`src/rtl/smu_pkg.sv`:
```
// Constants, types and bit layout for the status and interrupt mask unit
// Functional notes
// - A set status bit reaches the interrupt whenever its mask bit is zero and no status read is in progress.
// - A set status bit never reaches the interrupt while its mask bit is one.
// - The interrupt drives a reset pin only when the pin function field selects interrupt duty.
// - A further unmasked event while the interrupt is asserted leaves it asserted, glitch free.
// - The interrupt is released once a serial status read is recognized.
// - Status updates arriving during a status read are deferred until the read ends.
// - The interrupt reasserts at the end of an aborted read or after a new unmasked bit set during it.
// - Mask upper byte, MSB first: low, mid, analog supply, done, fifo full, accum full, upper, lower; reset to one.
// - Mask middle byte: analog pin rise 4..1 then fall 4..1, all reset to one.
// - Mask low byte: digital pin rise 4..1 then fall 4..1, all reset to one.
// - A valid write to the reset register returns every register to its default.
// - The register reset happens at the 16th rising serial clock edge of that frame.
// - Status is 24 bits laid out like the mask: monitor and converter, analog pins, digital pins.
// - A completed status read clears all status bits, except supply flags whose condition persists.
// - An edge status bit sets on each detected rising or falling transition of its pin.
`default_nettype none
package smu_pkg;
    localparam int unsigned NUM_FLAGS = 24;
    localparam int unsigned PIN_COUNT = 4;

    // Status and mask bit positions, shared by both registers
    localparam int unsigned BIT_LOW_SUPPLY = 23;
    localparam int unsigned BIT_MID_SUPPLY = 22;
    localparam int unsigned BIT_ANALOG_SUPPLY = 21;
    localparam int unsigned BIT_CONV_DONE = 20;
    localparam int unsigned BIT_FIFO_FULL = 19;
    localparam int unsigned BIT_ACCUM_FULL = 18;
    localparam int unsigned BIT_UPPER_ALARM = 17;
    localparam int unsigned BIT_LOWER_ALARM = 16;
    localparam int unsigned LSB_ANALOG_RISE = 12;
    localparam int unsigned LSB_ANALOG_FALL = 8;
    localparam int unsigned LSB_DIGITAL_RISE = 4;
    localparam int unsigned LSB_DIGITAL_FALL = 0;

    localparam logic [23:0] MASK_RESET = 24'hff_ffff;
    localparam logic [23:0] STATUS_RESET = 24'h00_0000;
    localparam logic [23:0] SUPPLY_FLAGS = 24'he0_0000;

    // Serial frame: address byte, bit 7 set for a read
    localparam int unsigned READ_FLAG_BIT = 7;
    localparam logic [6:0] IDX_STATUS = 7'h01;
    localparam logic [6:0] IDX_MASK = 7'h02;
    localparam logic [6:0] IDX_PUMP_CTRL = 7'h03;
    localparam logic [6:0] IDX_RESET = 7'h04;
    localparam logic [5:0] ADDR_EDGES = 6'h08;
    localparam logic [5:0] SHORT_FRAME_EDGES = 6'h10;
    localparam logic [5:0] LONG_FRAME_EDGES = 6'h20;
    localparam logic [5:0] EDGE_COUNT_MAX = 6'h3f;
    localparam int unsigned CTRL_FN_LSB = 16;

    typedef enum logic [1:0] {
        SMU_FN_BOTH_RESET,
        SMU_FN_ONE_IRQ,
        SMU_FN_TWO_IRQ,
        SMU_FN_BOTH_IRQ
    } smu_pin_fn_t;

    localparam smu_pin_fn_t PIN_FN_RESET = SMU_FN_BOTH_RESET;

    typedef enum logic [2:0] {
        SMU_IDLE,
        SMU_ADDR,
        SMU_READ,
        SMU_WRITE
    } smu_state_t;
endpackage
`default_nettype wire

```
`src/rtl/smu_edge_if.sv`:
```
// Synchronised level and edge strobes of a group of outside inputs
`default_nettype none
interface smu_edge_if #(parameter int W = 1);
    logic [W-1:0] level;
    logic [W-1:0] rise;
    logic [W-1:0] fall;
    modport src (output level, output rise, output fall);
    modport dst (input level, input rise, input fall);
endinterface
`default_nettype wire

```
`src/rtl/smu_pin_edge.sv`:
```
// Two-flop synchroniser with rising and falling edge strobes
`default_nettype none
module smu_pin_edge #(parameter int W = 1) (
    // Clock and reset
    input wire logic clk,
    input wire logic rst,
    // Outside inputs
    input wire logic [W-1:0] pins,
    // Synchronised result
    smu_edge_if.src eo
);
    logic [W-1:0] sync_a;
    logic [W-1:0] sync_b;
    logic [W-1:0] prev;
    logic [W-1:0] next_sync_a;
    logic [W-1:0] next_sync_b;
    logic [W-1:0] next_prev;

    always_comb begin
        next_sync_a = pins;
        next_sync_b = sync_a;
        next_prev = sync_b;
    end

    // Chain runs through reset, so a pin idling high gives no false edge after it
    always_ff @(posedge clk) begin
        sync_a <= next_sync_a;
        sync_b <= next_sync_b;
        prev <= next_prev;
    end

    // Edges only compare settled stages; none reported while in reset
    assign eo.level = sync_b;
    assign eo.rise = sync_b & ~prev & ~{W{rst}};
    assign eo.fall = ~sync_b & prev & ~{W{rst}};
endmodule
`default_nettype wire

```
`src/rtl/smu_flag_bank.sv`:
```
// Sticky status flags with deferral during a status read
`default_nettype none
module smu_flag_bank (
    // Clock and reset
    input wire logic clk,
    input wire logic rst,
    // Control
    input wire logic clear,
    input wire logic hold,
    input wire logic done_ok,
    input wire logic done_abort,
    // Sources
    input wire logic [23:0] events,
    input wire logic [23:0] persist,
    // Result
    output logic [23:0] status
);
    logic [23:0] pending;
    logic [23:0] next_status;
    logic [23:0] next_pending;

    // Events of the closing cycle are kept, so a set always beats the clear
    always_comb begin
        next_status = status;
        next_pending = pending;
        if (clear) begin
            next_status = smu_pkg::STATUS_RESET | events;
            next_pending = smu_pkg::STATUS_RESET;
        end else if (done_ok) begin
            next_status = pending | events | persist;
            next_pending = smu_pkg::STATUS_RESET;
        end else if (done_abort) begin
            next_status = status | pending | events;
            next_pending = smu_pkg::STATUS_RESET;
        end else if (hold) begin
            next_pending = pending | events;
        end else begin
            next_status = status | events;
        end
    end

    always_ff @(posedge clk) begin
        if (rst) begin
            status <= smu_pkg::STATUS_RESET;
            pending <= smu_pkg::STATUS_RESET;
        end else begin
            status <= next_status;
            pending <= next_pending;
        end
    end
endmodule
`default_nettype wire

```
`src/rtl/smu_top.sv`:
```
// Status, interrupt mask and soft reset unit behind the serial port
`default_nettype none
module smu_top (
    // Clock and reset
    input wire logic clk,
    input wire logic rst,
    // Serial port from the host
    input wire logic cs_n,
    input wire logic sclk,
    input wire logic din,
    output logic dout,
    output logic dout_oe,
    // Programmable pins
    input wire logic [3:0] analog_side_programmable_pin,
    input wire logic [3:0] logic_side_programmable_pin,
    // Supply monitors, high while the supply is below threshold
    input wire logic low_supply_below,
    input wire logic mid_supply_below,
    input wire logic analog_supply_below,
    // Converter events, one-cycle pulses on clk
    input wire logic conversion_done,
    input wire logic sample_fifo_full,
    input wire logic accumulator_full,
    input wire logic upper_alarm,
    input wire logic lower_alarm,
    // Reset or interrupt pins
    output logic reset_or_irq_pin_one,
    output logic reset_or_irq_pin_two
);
    smu_edge_if #(.W(3)) ser_e ();
    smu_edge_if #(.W(3)) mon_e ();
    smu_edge_if #(.W(4)) ana_e ();
    smu_edge_if #(.W(4)) dig_e ();

    smu_pin_edge #(.W(3)) u_ser (
        .clk(clk),
        .rst(rst),
        .pins({cs_n, sclk, din}),
        .eo(ser_e)
    );
    smu_pin_edge #(.W(3)) u_mon (
        .clk(clk),
        .rst(rst),
        .pins({low_supply_below, mid_supply_below, analog_supply_below}),
        .eo(mon_e)
    );
    smu_pin_edge #(.W(4)) u_ana (
        .clk(clk),
        .rst(rst),
        .pins(analog_side_programmable_pin),
        .eo(ana_e)
    );
    smu_pin_edge #(.W(4)) u_dig (
        .clk(clk),
        .rst(rst),
        .pins(logic_side_programmable_pin),
        .eo(dig_e)
    );

    logic cs_fall;
    logic cs_rise;
    logic sclk_rise;
    logic sclk_fall;
    logic din_level;
    assign cs_fall = ser_e.fall[2];
    assign cs_rise = ser_e.rise[2];
    assign sclk_rise = ser_e.rise[1];
    assign sclk_fall = ser_e.fall[1];
    assign din_level = ser_e.level[0];

    // Status sources in register order
    logic [23:0] events;
    logic [23:0] persist;
    logic [23:0] status;
    assign events = {mon_e.level, conversion_done, sample_fifo_full, accumulator_full,
                     upper_alarm, lower_alarm, ana_e.rise, ana_e.fall,
                     dig_e.rise, dig_e.fall};
    assign persist = {mon_e.level, 21'h00_0000} & smu_pkg::SUPPLY_FLAGS;

    // Serial state
    smu_pkg::smu_state_t state;
    smu_pkg::smu_state_t next_state;
    logic [5:0] bit_cnt;
    logic [5:0] next_bit_cnt;
    logic [23:0] shift_in;
    logic [23:0] next_shift_in;
    logic [6:0] addr_idx;
    logic [6:0] next_addr_idx;
    logic [23:0] rd_shadow;
    logic [23:0] next_rd_shadow;
    logic next_dout;
    logic next_dout_oe;
    logic reading;
    logic next_reading;
    logic [23:0] mask;
    logic [23:0] next_mask;
    smu_pkg::smu_pin_fn_t pin_fn;
    smu_pkg::smu_pin_fn_t next_pin_fn;
    logic read_start;
    logic done_ok;
    logic done_abort;
    logic soft_clr;
    logic [23:0] shifted;
    logic [5:0] cnt_inc;

    assign shifted = {shift_in[22:0], din_level};
    assign cnt_inc = (bit_cnt == smu_pkg::EDGE_COUNT_MAX) ? bit_cnt : bit_cnt + 6'h01;

    always_comb begin
        next_state = state;
        next_bit_cnt = bit_cnt;
        next_shift_in = shift_in;
        next_addr_idx = addr_idx;
        next_rd_shadow = rd_shadow;
        next_dout = dout;
        next_dout_oe = dout_oe;
        next_reading = reading;
        next_mask = mask;
        next_pin_fn = pin_fn;
        read_start = 1'b0;
        done_ok = 1'b0;
        done_abort = 1'b0;
        soft_clr = 1'b0;
        case (state)
            smu_pkg::SMU_IDLE: begin
                if (cs_fall) begin
                    next_state = smu_pkg::SMU_ADDR;
                    next_bit_cnt = '0;
                end
            end
            smu_pkg::SMU_ADDR: begin
                if (sclk_rise) begin
                    next_shift_in = shifted;
                    next_bit_cnt = cnt_inc;
                    if (cnt_inc == smu_pkg::ADDR_EDGES) begin
                        next_addr_idx = shifted[6:0];
                        if (shifted[smu_pkg::READ_FLAG_BIT]) begin
                            next_state = smu_pkg::SMU_READ;
                            next_dout_oe = 1'b1;
                            if (shifted[6:0] == smu_pkg::IDX_STATUS) begin
                                read_start = 1'b1;
                                next_reading = 1'b1;
                                next_rd_shadow = status;
                            end else if (shifted[6:0] == smu_pkg::IDX_MASK) begin
                                next_rd_shadow = mask;
                            end else if (shifted[6:0] == smu_pkg::IDX_PUMP_CTRL) begin
                                next_rd_shadow = 24'(pin_fn) << smu_pkg::CTRL_FN_LSB;
                            end else begin
                                next_rd_shadow = '0;
                            end
                        end else begin
                            next_state = smu_pkg::SMU_WRITE;
                        end
                    end
                end
            end
            smu_pkg::SMU_READ: begin
                if (sclk_rise) begin
                    next_bit_cnt = cnt_inc;
                end
                // Data changes on falling edges, MSB first
                if (sclk_fall) begin
                    next_dout = rd_shadow[23];
                    next_rd_shadow = {rd_shadow[22:0], 1'b0};
                end
            end
            smu_pkg::SMU_WRITE: begin
                if (sclk_rise) begin
                    next_shift_in = shifted;
                    next_bit_cnt = cnt_inc;
                    if (cnt_inc == smu_pkg::SHORT_FRAME_EDGES) begin
                        // Data bits of a reset write are ignored
                        if (addr_idx == smu_pkg::IDX_RESET) begin
                            soft_clr = 1'b1;
                        end else if (addr_idx == smu_pkg::IDX_PUMP_CTRL) begin
                            next_pin_fn = smu_pkg::smu_pin_fn_t'(shifted[1:0]);
                        end
                    end
                    if (cnt_inc == smu_pkg::LONG_FRAME_EDGES &&
                        addr_idx == smu_pkg::IDX_MASK) begin
                        next_mask = shifted;
                    end
                end
            end
            default: begin
                next_state = smu_pkg::SMU_IDLE;
            end
        endcase
        // Frame end wins for state and data out; a write or read start from an edge in the same cycle still takes effect
        if (cs_rise) begin
            next_state = smu_pkg::SMU_IDLE;
            next_dout_oe = 1'b0;
            next_dout = 1'b0;
            if (reading) begin
                next_reading = 1'b0;
                if (bit_cnt >= smu_pkg::LONG_FRAME_EDGES) begin
                    done_ok = 1'b1;
                end else begin
                    done_abort = 1'b1;
                end
            end
        end
        if (soft_clr) begin
            next_mask = smu_pkg::MASK_RESET;
            next_pin_fn = smu_pkg::PIN_FN_RESET;
        end
    end

    always_ff @(posedge clk) begin
        if (rst) begin
            state <= smu_pkg::SMU_IDLE;
            bit_cnt <= '0;
            shift_in <= '0;
            addr_idx <= '0;
            rd_shadow <= '0;
            dout <= 1'b0;
            dout_oe <= 1'b0;
            reading <= 1'b0;
            mask <= smu_pkg::MASK_RESET;
            pin_fn <= smu_pkg::PIN_FN_RESET;
        end else begin
            state <= next_state;
            bit_cnt <= next_bit_cnt;
            shift_in <= next_shift_in;
            addr_idx <= next_addr_idx;
            rd_shadow <= next_rd_shadow;
            dout <= next_dout;
            dout_oe <= next_dout_oe;
            reading <= next_reading;
            mask <= next_mask;
            pin_fn <= next_pin_fn;
        end
    end

    smu_flag_bank u_flags (
        .clk(clk),
        .rst(rst),
        .clear(soft_clr),
        .hold(reading | read_start),
        .done_ok(done_ok),
        .done_abort(done_abort),
        .events(events),
        .persist(persist),
        .status(status)
    );

    // Interrupt request and pin drive
    logic irq_req;
    logic next_pin_one;
    logic next_pin_two;
    logic use_one;
    logic use_two;

    assign irq_req = (|(status & ~mask)) & ~reading;

    // In reset duty the pins follow the low supply monitor
    always_comb begin
        use_one = (pin_fn == smu_pkg::SMU_FN_ONE_IRQ) || (pin_fn == smu_pkg::SMU_FN_BOTH_IRQ);
        use_two = (pin_fn == smu_pkg::SMU_FN_TWO_IRQ) || (pin_fn == smu_pkg::SMU_FN_BOTH_IRQ);
        next_pin_one = use_one ? irq_req : mon_e.level[2];
        next_pin_two = use_two ? irq_req : mon_e.level[2];
    end

    // Registered so a further event cannot glitch an asserted pin
    always_ff @(posedge clk) begin
        if (rst) begin
            reset_or_irq_pin_one <= 1'b0;
            reset_or_irq_pin_two <= 1'b0;
        end else begin
            reset_or_irq_pin_one <= next_pin_one;
            reset_or_irq_pin_two <= next_pin_two;
        end
    end
endmodule
`default_nettype wire

```
`config.mk`:
```
export PLATFORM = sky130hd
export DESIGN_NAME = smu_top
export DESIGN_NICKNAME = d
export VERILOG_FILES = /design/src/rtl/smu_pkg.sv /design/src/rtl/smu_edge_if.sv /design/src/rtl/smu_pin_edge.sv /design/src/rtl/smu_flag_bank.sv /design/src/rtl/smu_top.sv
export SDC_FILE = /design/constraint.sdc
export NUM_CORES = 1
export LEC_CHECK = 0
export BUFFER_PORTS_ARGS = -buffer_cell sky130_fd_sc_hd__buf_4
export CAP_MARGIN = 10
export CORE_MARGIN = 2
export CORE_UTILIZATION = 45
export DETAILED_ROUTE_END_ITERATION = 8
export HOLD_SLACK_MARGIN = 0.08
export PLACE_DENSITY_LB_ADDON = 0.3
export SYNTH_ARGS = -nofsm -noshare
export SYNTH_HDL_FRONTEND = slang
export SYNTH_SLANG_ARGS = --single-unit
```
`constraint.sdc`:
```
create_clock -name clk -period 3.05 [get_ports clk]
set_input_delay 0.1525 -clock clk [delete_from_list [all_inputs] [get_ports clk]]
set_output_delay 0.1525 -clock clk [all_outputs]
set_load 0.005 [all_outputs]
```
==> run_results.csv, run 1 <==
group,metric,value,unit
finish,final_area,8650,um2
finish,fin_nets,914,
yosys,synth-main-ff-cell,"dfxtp_1",
critical_path,cp_cell_sequence,"ha_1 > nand3_1 > nor4b_2 > o22ai_1 > a311o_1 > buf_12 > or3_1 > a21oi_1",
yosys,yosysTopAreaCellShare,0.483,
yosys,synthTopCellsByCount,"179 x dfxtp_1, 103 x nand2_1, 78 x a21oi_1",
cts,clk-insertion-delay-late,430,ps
cts,cts_root_buf,"clkbuf_16",
timing,fin_hold_ws,141,ps
yosys,yosys.area_share.simple,0.226,
cts,cts_buffer_depth,2,
cts,cts_tree,"yes",
outcome,status,"complete, no violations",
grt,overflow,0,
yosys,async_reset_ff_frac,0,
timing,worst_pin_slew,552,ps
drt,drc,0,
yosys,synth.area.mux_share,0.0162,
power_and_ir_drop,p_leak,3.36,nW
critical_path,critPathSlowestCell,"dfxtp_1",
critical_path,worst_path_largest_cell_delay,480,ps
grt,grt_pass1_wl,30200,um
grt,antenna_found_initial,0,
yosys,ys_seq_area_frac,0.483,
yosys,syn_area,7420,um2
yosys,ys_types,52,
placed_design,placedCellCount,1069,
floorplan,num_rows,46,
yosys,synth_top_family_by_area,"simple AND/OR/NAND/NOR gates",
critical_path,crit_fanout,48,
grt,grt_use_total,0.213,
cts,htreeDepth,4,
timing,finalClockSkew,7.05,ps
timing,layout_min_cycle_time,2820,ps
cts,cts.reportedPaths.clkPinSlew,70,ps
critical_path,setup.worst_path.start_class,"flop",
finish,instances_no_fill,1120,
yosys,syn_area_per_cell,8.50,um2
timing,setup_viol,0,
yosys,yosysWarnings,0,
grt,grt_max_degree,53,
min_path,hold_class,"input pin to flop",
drt,antenna_left,0,
floorplan,io_pins,25,
floorplan,dieArea,17500,um2
critical_path,cp_num_cells,8,
timing,final.period_utilization,0.926,
yosys,synth_xor_area_frac,0.00118,
floorplan,fp.dieW,132,um
placed_design,place_congestion,0.878,
flow_run,drv_cap,0,
cts,clock-sinks,179,
grt,grt_pass1_vias,5774,
drt,vias_per_cell,5.68,
placed_design,preCtsSetupSlack,292,ps
critical_path,rr_startpoint,"bit_cnt[0]$_SDFFE_PP0P_",
critical_path,r2r_end,"rd_shadow[22]$_SDFFE_PP0P_",
critical_path,crit_start,"bit_cnt[0]$_SDFFE_PP0P_",
floorplan,core_area,16000,um2
critical_path,cp-endpoint,"rd_shadow[22]$_SDFFE_PP0P_",
yosys,syn_inst,873,
timing,tns,0,ps
floorplan,initial_utilization,0.464,
critical_path,crit_buf_inv,1,
floorplan,die_h,132,um
cts,cts_buffers,17,
placed_design,hpwl,11500,um
critical_path,regToRegSetupSlack,230,ps
cts,cts_resized,0,
yosys,synth.most_common_cell,"dfxtp_1",
yosys,synth_area_leaders,"dfxtp_1 48%, a221oi_1 5.3%, a21oi_1 5.3%",
drt,vias,6358,
finish,fillCellCount,1537,
timing,rsz0062_at_grt,"no",
critical_path,cp_top_family,"simple AND/OR/NAND/NOR gates",
finish,final_layout_size_suffix_gt1_frac,0.103,
timing,fmaxAchievable,354,MHz
yosys,synth_edf_count,0,
critical_path,arrival,3190,ps
power_and_ir_drop,vdd_drop_max,0.418,mV
yosys,ys_seq_elements,179,
finish,syn2layout_area_growth,16.7,%
drt,wire_per_inst,16.2,um
timing,slew_viol_final,0,
yosys,syn-num-nets,896,
yosys,synth_compound_area_frac,0.215,
finish,num_antenna_cells,0,
yosys,yosysTopAreaCell,"dfxtp_1",
timing,slew_headroom,0.632,
finish,post-route-util,0.541,
critical_path,critical_path_class,"flop to flop",
yosys,synth-adder-area-share,0.00337,
power_and_ir_drop,totalPowerFinal,4.96,mW
drt,wl,18100,um
critical_path,crit_path_end_kind,"flop",
timing,hold_viol,0,
power_and_ir_drop,powerDensity,573,nW/um2
critical_path,r2r_cells,8,
drt,first_pass_iters,5,
timing,setup_ws,225,ps
placed_design,numPortBuffers,24,
placed_design,placed_area,7830,um2
drt,drt_iter0_markers,744,
critical_path,required,3420,ps
-- timing repair --
item | CTS | global route
endpoints found under the hold margin | 24 | 0
setup buffers | 0 | 0
hold buffers | 19 | 0
-- area by class of cell --
class                           instances  area [um2]  area share
Multi-Input combinational cell        590        3460       0.399
Sequential cell                       179        3580       0.414
Inverter                               37         139      0.0160
Clock buffer                           20         467      0.0539
Clock inverter                         12         171      0.0198
Timing Repair Buffer                   66         568      0.0656
Tap cell                              216         270      0.0312
-- cell families (layout without fill, tap and decap cells) --
logic type,count (synthesis),in the layout
xor+xnor,1,1
mux,12,12
simple gates,333,333
fa+ha+maj,2,2
buf+inv,104,135
compound gates,242,242
flops,179,179
-- sequential cells by signal (all words and copies together), names as in the netlist, 3 cells and up --
register,cells
u_dig.eo.level,4
rd_shadow,24
mask,24
u_dig.prev,4
u_dig.next_sync_b,4
u_ana.next_sync_b,4
bit_cnt,6
u_mon.eo.level,3
u_mon.next_sync_b,3
u_ana.prev,4
addr_idx,7
u_flags.status,24
shift_in,23
u_flags.pending,24
u_ser.next_sync_b,3
u_ana.eo.level,4
u_ser.eo.level,3
-- routing by layer --
metal / routed length (um) / track usage / vias up
met5: 0 / 0 / -
met4: 318 / 0.0753 / 0
met3: 959 / 0.0481 / 23
met2: 8240 / 0.330 / 190
met1: 8570 / 0.291 / 3009
li1: - / - / 3136
-- worst min-delay path by stage --
stage,startpoint,to,slack (ps),cells past startpoint
after floorplan,analog_side_programmable_pin[0],u_ana.next_sync_b[0]$_DFF_P_,180,0
after detailed placement,analog_supply_below,u_mon.next_sync_b[0]$_DFF_P_,260,1
after CTS,rst,addr_idx[4]$_SDFFE_PP0P_,130,2
final,rst,reset_or_irq_pin_one$_SDFF_PP0_,140,2
after global placement,analog_side_programmable_pin[2],u_ana.next_sync_b[2]$_DFF_P_,260,1
after global routing,rst,reset_or_irq_pin_one$_SDFF_PP0_,160,2
-- cells in the final DEF (no fill, tap or decap), drive strengths merged, types with 3 or more instances in the layout --
| cell type | n |
|---|---|
| clkbuf | 20 |
| bufinv | 3 |
| inv | 40 |
| o22ai | 13 |
| dlygate4sd3 | 19 |
| nor4 | 6 |
| buf | 47 |
| and3 | 6 |
| a21oi | 78 |
| a221oi | 45 |
| nand3 | 29 |
| a31oi | 5 |
| dfxtp | 179 |
| a22oi | 3 |
| mux2i | 12 |
| nand2 | 103 |
| nor3 | 28 |
| nor2 | 69 |
| nor3b | 14 |
| o21a | 3 |
| o211a | 24 |
| nand2b | 27 |
| or3 | 25 |
| nor2b | 12 |
| clkinv | 4 |
| o21ai | 58 |
| nand3b | 4 |
-- power breakdown --
part           total, mW  internal [mW]  switching (mW)
combinational      0.207          0.105           0.103
clock               2.33           1.37           0.952
sequential          2.43           2.39          0.0430
total               4.96           3.86            1.10
No activity file was read; power rests on OpenSTA's default activity.
==> run 2, diff against run 1 <==
--- a/config.mk
+++ b/config.mk
@@ -11,7 +11,7 @@
 export CORE_UTILIZATION = 45
 export DETAILED_ROUTE_END_ITERATION = 8
 export HOLD_SLACK_MARGIN = 0.08
-export PLACE_DENSITY_LB_ADDON = 0.3
+export PLACE_DENSITY_LB_ADDON = 0.12
 export SYNTH_ARGS = -nofsm -noshare
 export SYNTH_HDL_FRONTEND = slang
 export SYNTH_SLANG_ARGS = --single-unit
==> run_results.csv, run 2 (same netlist as run 1, synthesis figures left out) <==
group,metric,value,unit
critical_path,crit_path_end_kind,"flop",
timing,layout_min_cycle_time,2820,ps
cts,htreeDepth,4,
critical_path,critPathSlowestCell,"dfxtp_1",
critical_path,cp_cell_sequence,"inv_1 > ha_1 > nand2b_1 > a311oi_1 > o22ai_1 > a311o_1 > buf_4 > or3_1 > a21oi_1",
cts,cts_root_buf,"clkbuf_16",
power_and_ir_drop,powerDensity,562,nW/um2
drt,wl_met2,9110,um
finish,final_layout_size_suffix_gt1_frac,0.102,
floorplan,core_area,16000,um2
power_and_ir_drop,p_leak,3.32,nW
timing,worst_pin_slew,714,ps
min_path,hold_class,"flop to flop",
drt,antenna_left,0,
drt,drc,0,
grt,grt_max_degree,63,
drt,drt_iter0_markers,556,
power_and_ir_drop,totalPowerFinal,4.82,mW
floorplan,fp.dieW,132,um
placed_design,hpwl,12300,um
critical_path,arrival,3180,ps
timing,fin_hold_ws,321,ps
grt,grt_pass1_wl,31400,um
finish,num_antenna_cells,0,
cts,cts_buffer_depth,2,
finish,fin_nets,915,
floorplan,initial_utilization,0.464,
drt,vias,6411,
cts,clock-sinks,179,
cts,cts_tree,"yes",
power_and_ir_drop,vdd_drop_max,0.561,mV
drt,route.top_layer_used,"met4",
critical_path,required,3400,ps
drt,wl_met3,848,um
timing,finalClockSkew,10.3,ps
cts,clk-insertion-delay-late,430,ps
timing,final.period_utilization,0.925,
timing,hold_viol,0,
placed_design,preCtsSetupSlack,200,ps
critical_path,worst_path_largest_cell_delay,480,ps
drt,vias_per_cell,5.72,
finish,final_common_cell,"dfxtp_1",
floorplan,num_rows,46,
grt,antenna_found_initial,0,
floorplan,dieArea,17500,um2
grt,grt_pass1_vias,6112,
flow_run,drv_cap,0,
cts,cts_buffers,17,
floorplan,die_h,132,um
timing,tns,0,ps
drt,wire_per_inst,17.1,um
floorplan,io_pins,25,
critical_path,crit_fanout,46,
outcome,status,"complete, no violations",
grt,overflow,0,
finish,final_cell_mix,"179 x dfxtp_1, 103 x nand2_1, 78 x a21oi_1",
cts,cts.reportedPaths.clkPinSlew,70,ps
finish,syn2layout_area_growth,15.7,%
timing,setup_ws,229,ps
timing,rsz0062_at_grt,"no",
critical_path,critical_path_class,"flop to flop",
timing,slew_viol_final,0,
critical_path,setup.worst_path.start_class,"flop",
finish,final-seq-area,3580,um2
critical_path,crit_buf_inv,2,
drt,wl,19200,um
placed_design,place_congestion,0.864,
finish,fillCellCount,1528,
finish,multi_input_area,3450,um2
grt,grt_use_total,0.222,
placed_design,numPortBuffers,24,
timing,setup_viol,0,
timing,slew_headroom,0.524,
drt,first_pass_iters,6,
critical_path,cp_top_family,"compound AO/OA/AOI/OAI gates",
timing,fmaxAchievable,355,MHz
drt,met1_length,8940,um
==> run 2: cell count changes in the layout (fill, tap and decap cells not counted), moves of 2 or more <==
cell	delta
clkinv_2	+3
buf_4	+2
buf_12	-2
inv_8	-2
==> run 2: timing repair <==
item | 4_1_cts | 5_1_grt
setup endpoints to repair | 0 | 22
resized for setup | 0 | 1
buffers inserted | 0 | 0
hold endpoints to repair | 33 | 0
hold buffers | 20 | 0
==> run 2: per-layer routing <==
layer,track usage,up-vias
met5,0,-
li1,-,3131
met4,0.0615,0
met2,0.367,169
met1,0.294,3092
met3,0.0438,19
==> run 2: metrics by stage <==
stage	cells	area, um2	util
after global routing	1120	8580	0.536
final	1120	8580	0.536
after global placement	1069	7790	0.487
after CTS	1120	8580	0.536
after detailed placement	1069	7790	0.487
after floorplan	873	7420	-
==> run 2: final timing paths <==
check,startpoint,to,slack (ps),cells after the start
worst max-delay path,bit_cnt[0]$_SDFFE_PP0P_,rd_shadow[20]$_SDFFE_PP0P_,230,9
worst min-delay path,u_ser.next_sync_b[0]$_DFF_P_,u_ser.eo.level[0]$_DFF_P_,320,0
worst max register to register,bit_cnt[0]$_SDFFE_PP0P_,rd_shadow[20]$_SDFFE_PP0P_,230,9
worst min register to register,u_ser.next_sync_b[0]$_DFF_P_,u_ser.eo.level[0]$_DFF_P_,320,0
==> run 2: cell type report <==
| class | count | share of cell area |
|---|---|---|
| clock buffer | 19 | 0.0528 |
| sequential | 179 | 0.417 |
| timing repair buffer | 67 | 0.0644 |
| inverter | 37 | 0.0162 |
| multi-input combinational | 590 | 0.402 |
| clock inverter | 12 | 0.0155 |
| tap | 216 | 0.0315 |
==> run 2: power by group <==
part           internal (mW)  switching, mW  leakage [nW]
logic                  0.105          0.101          1.58
registers               2.39         0.0458          1.46
clock network           1.25          0.935         0.281
total                   3.74           1.08          3.32
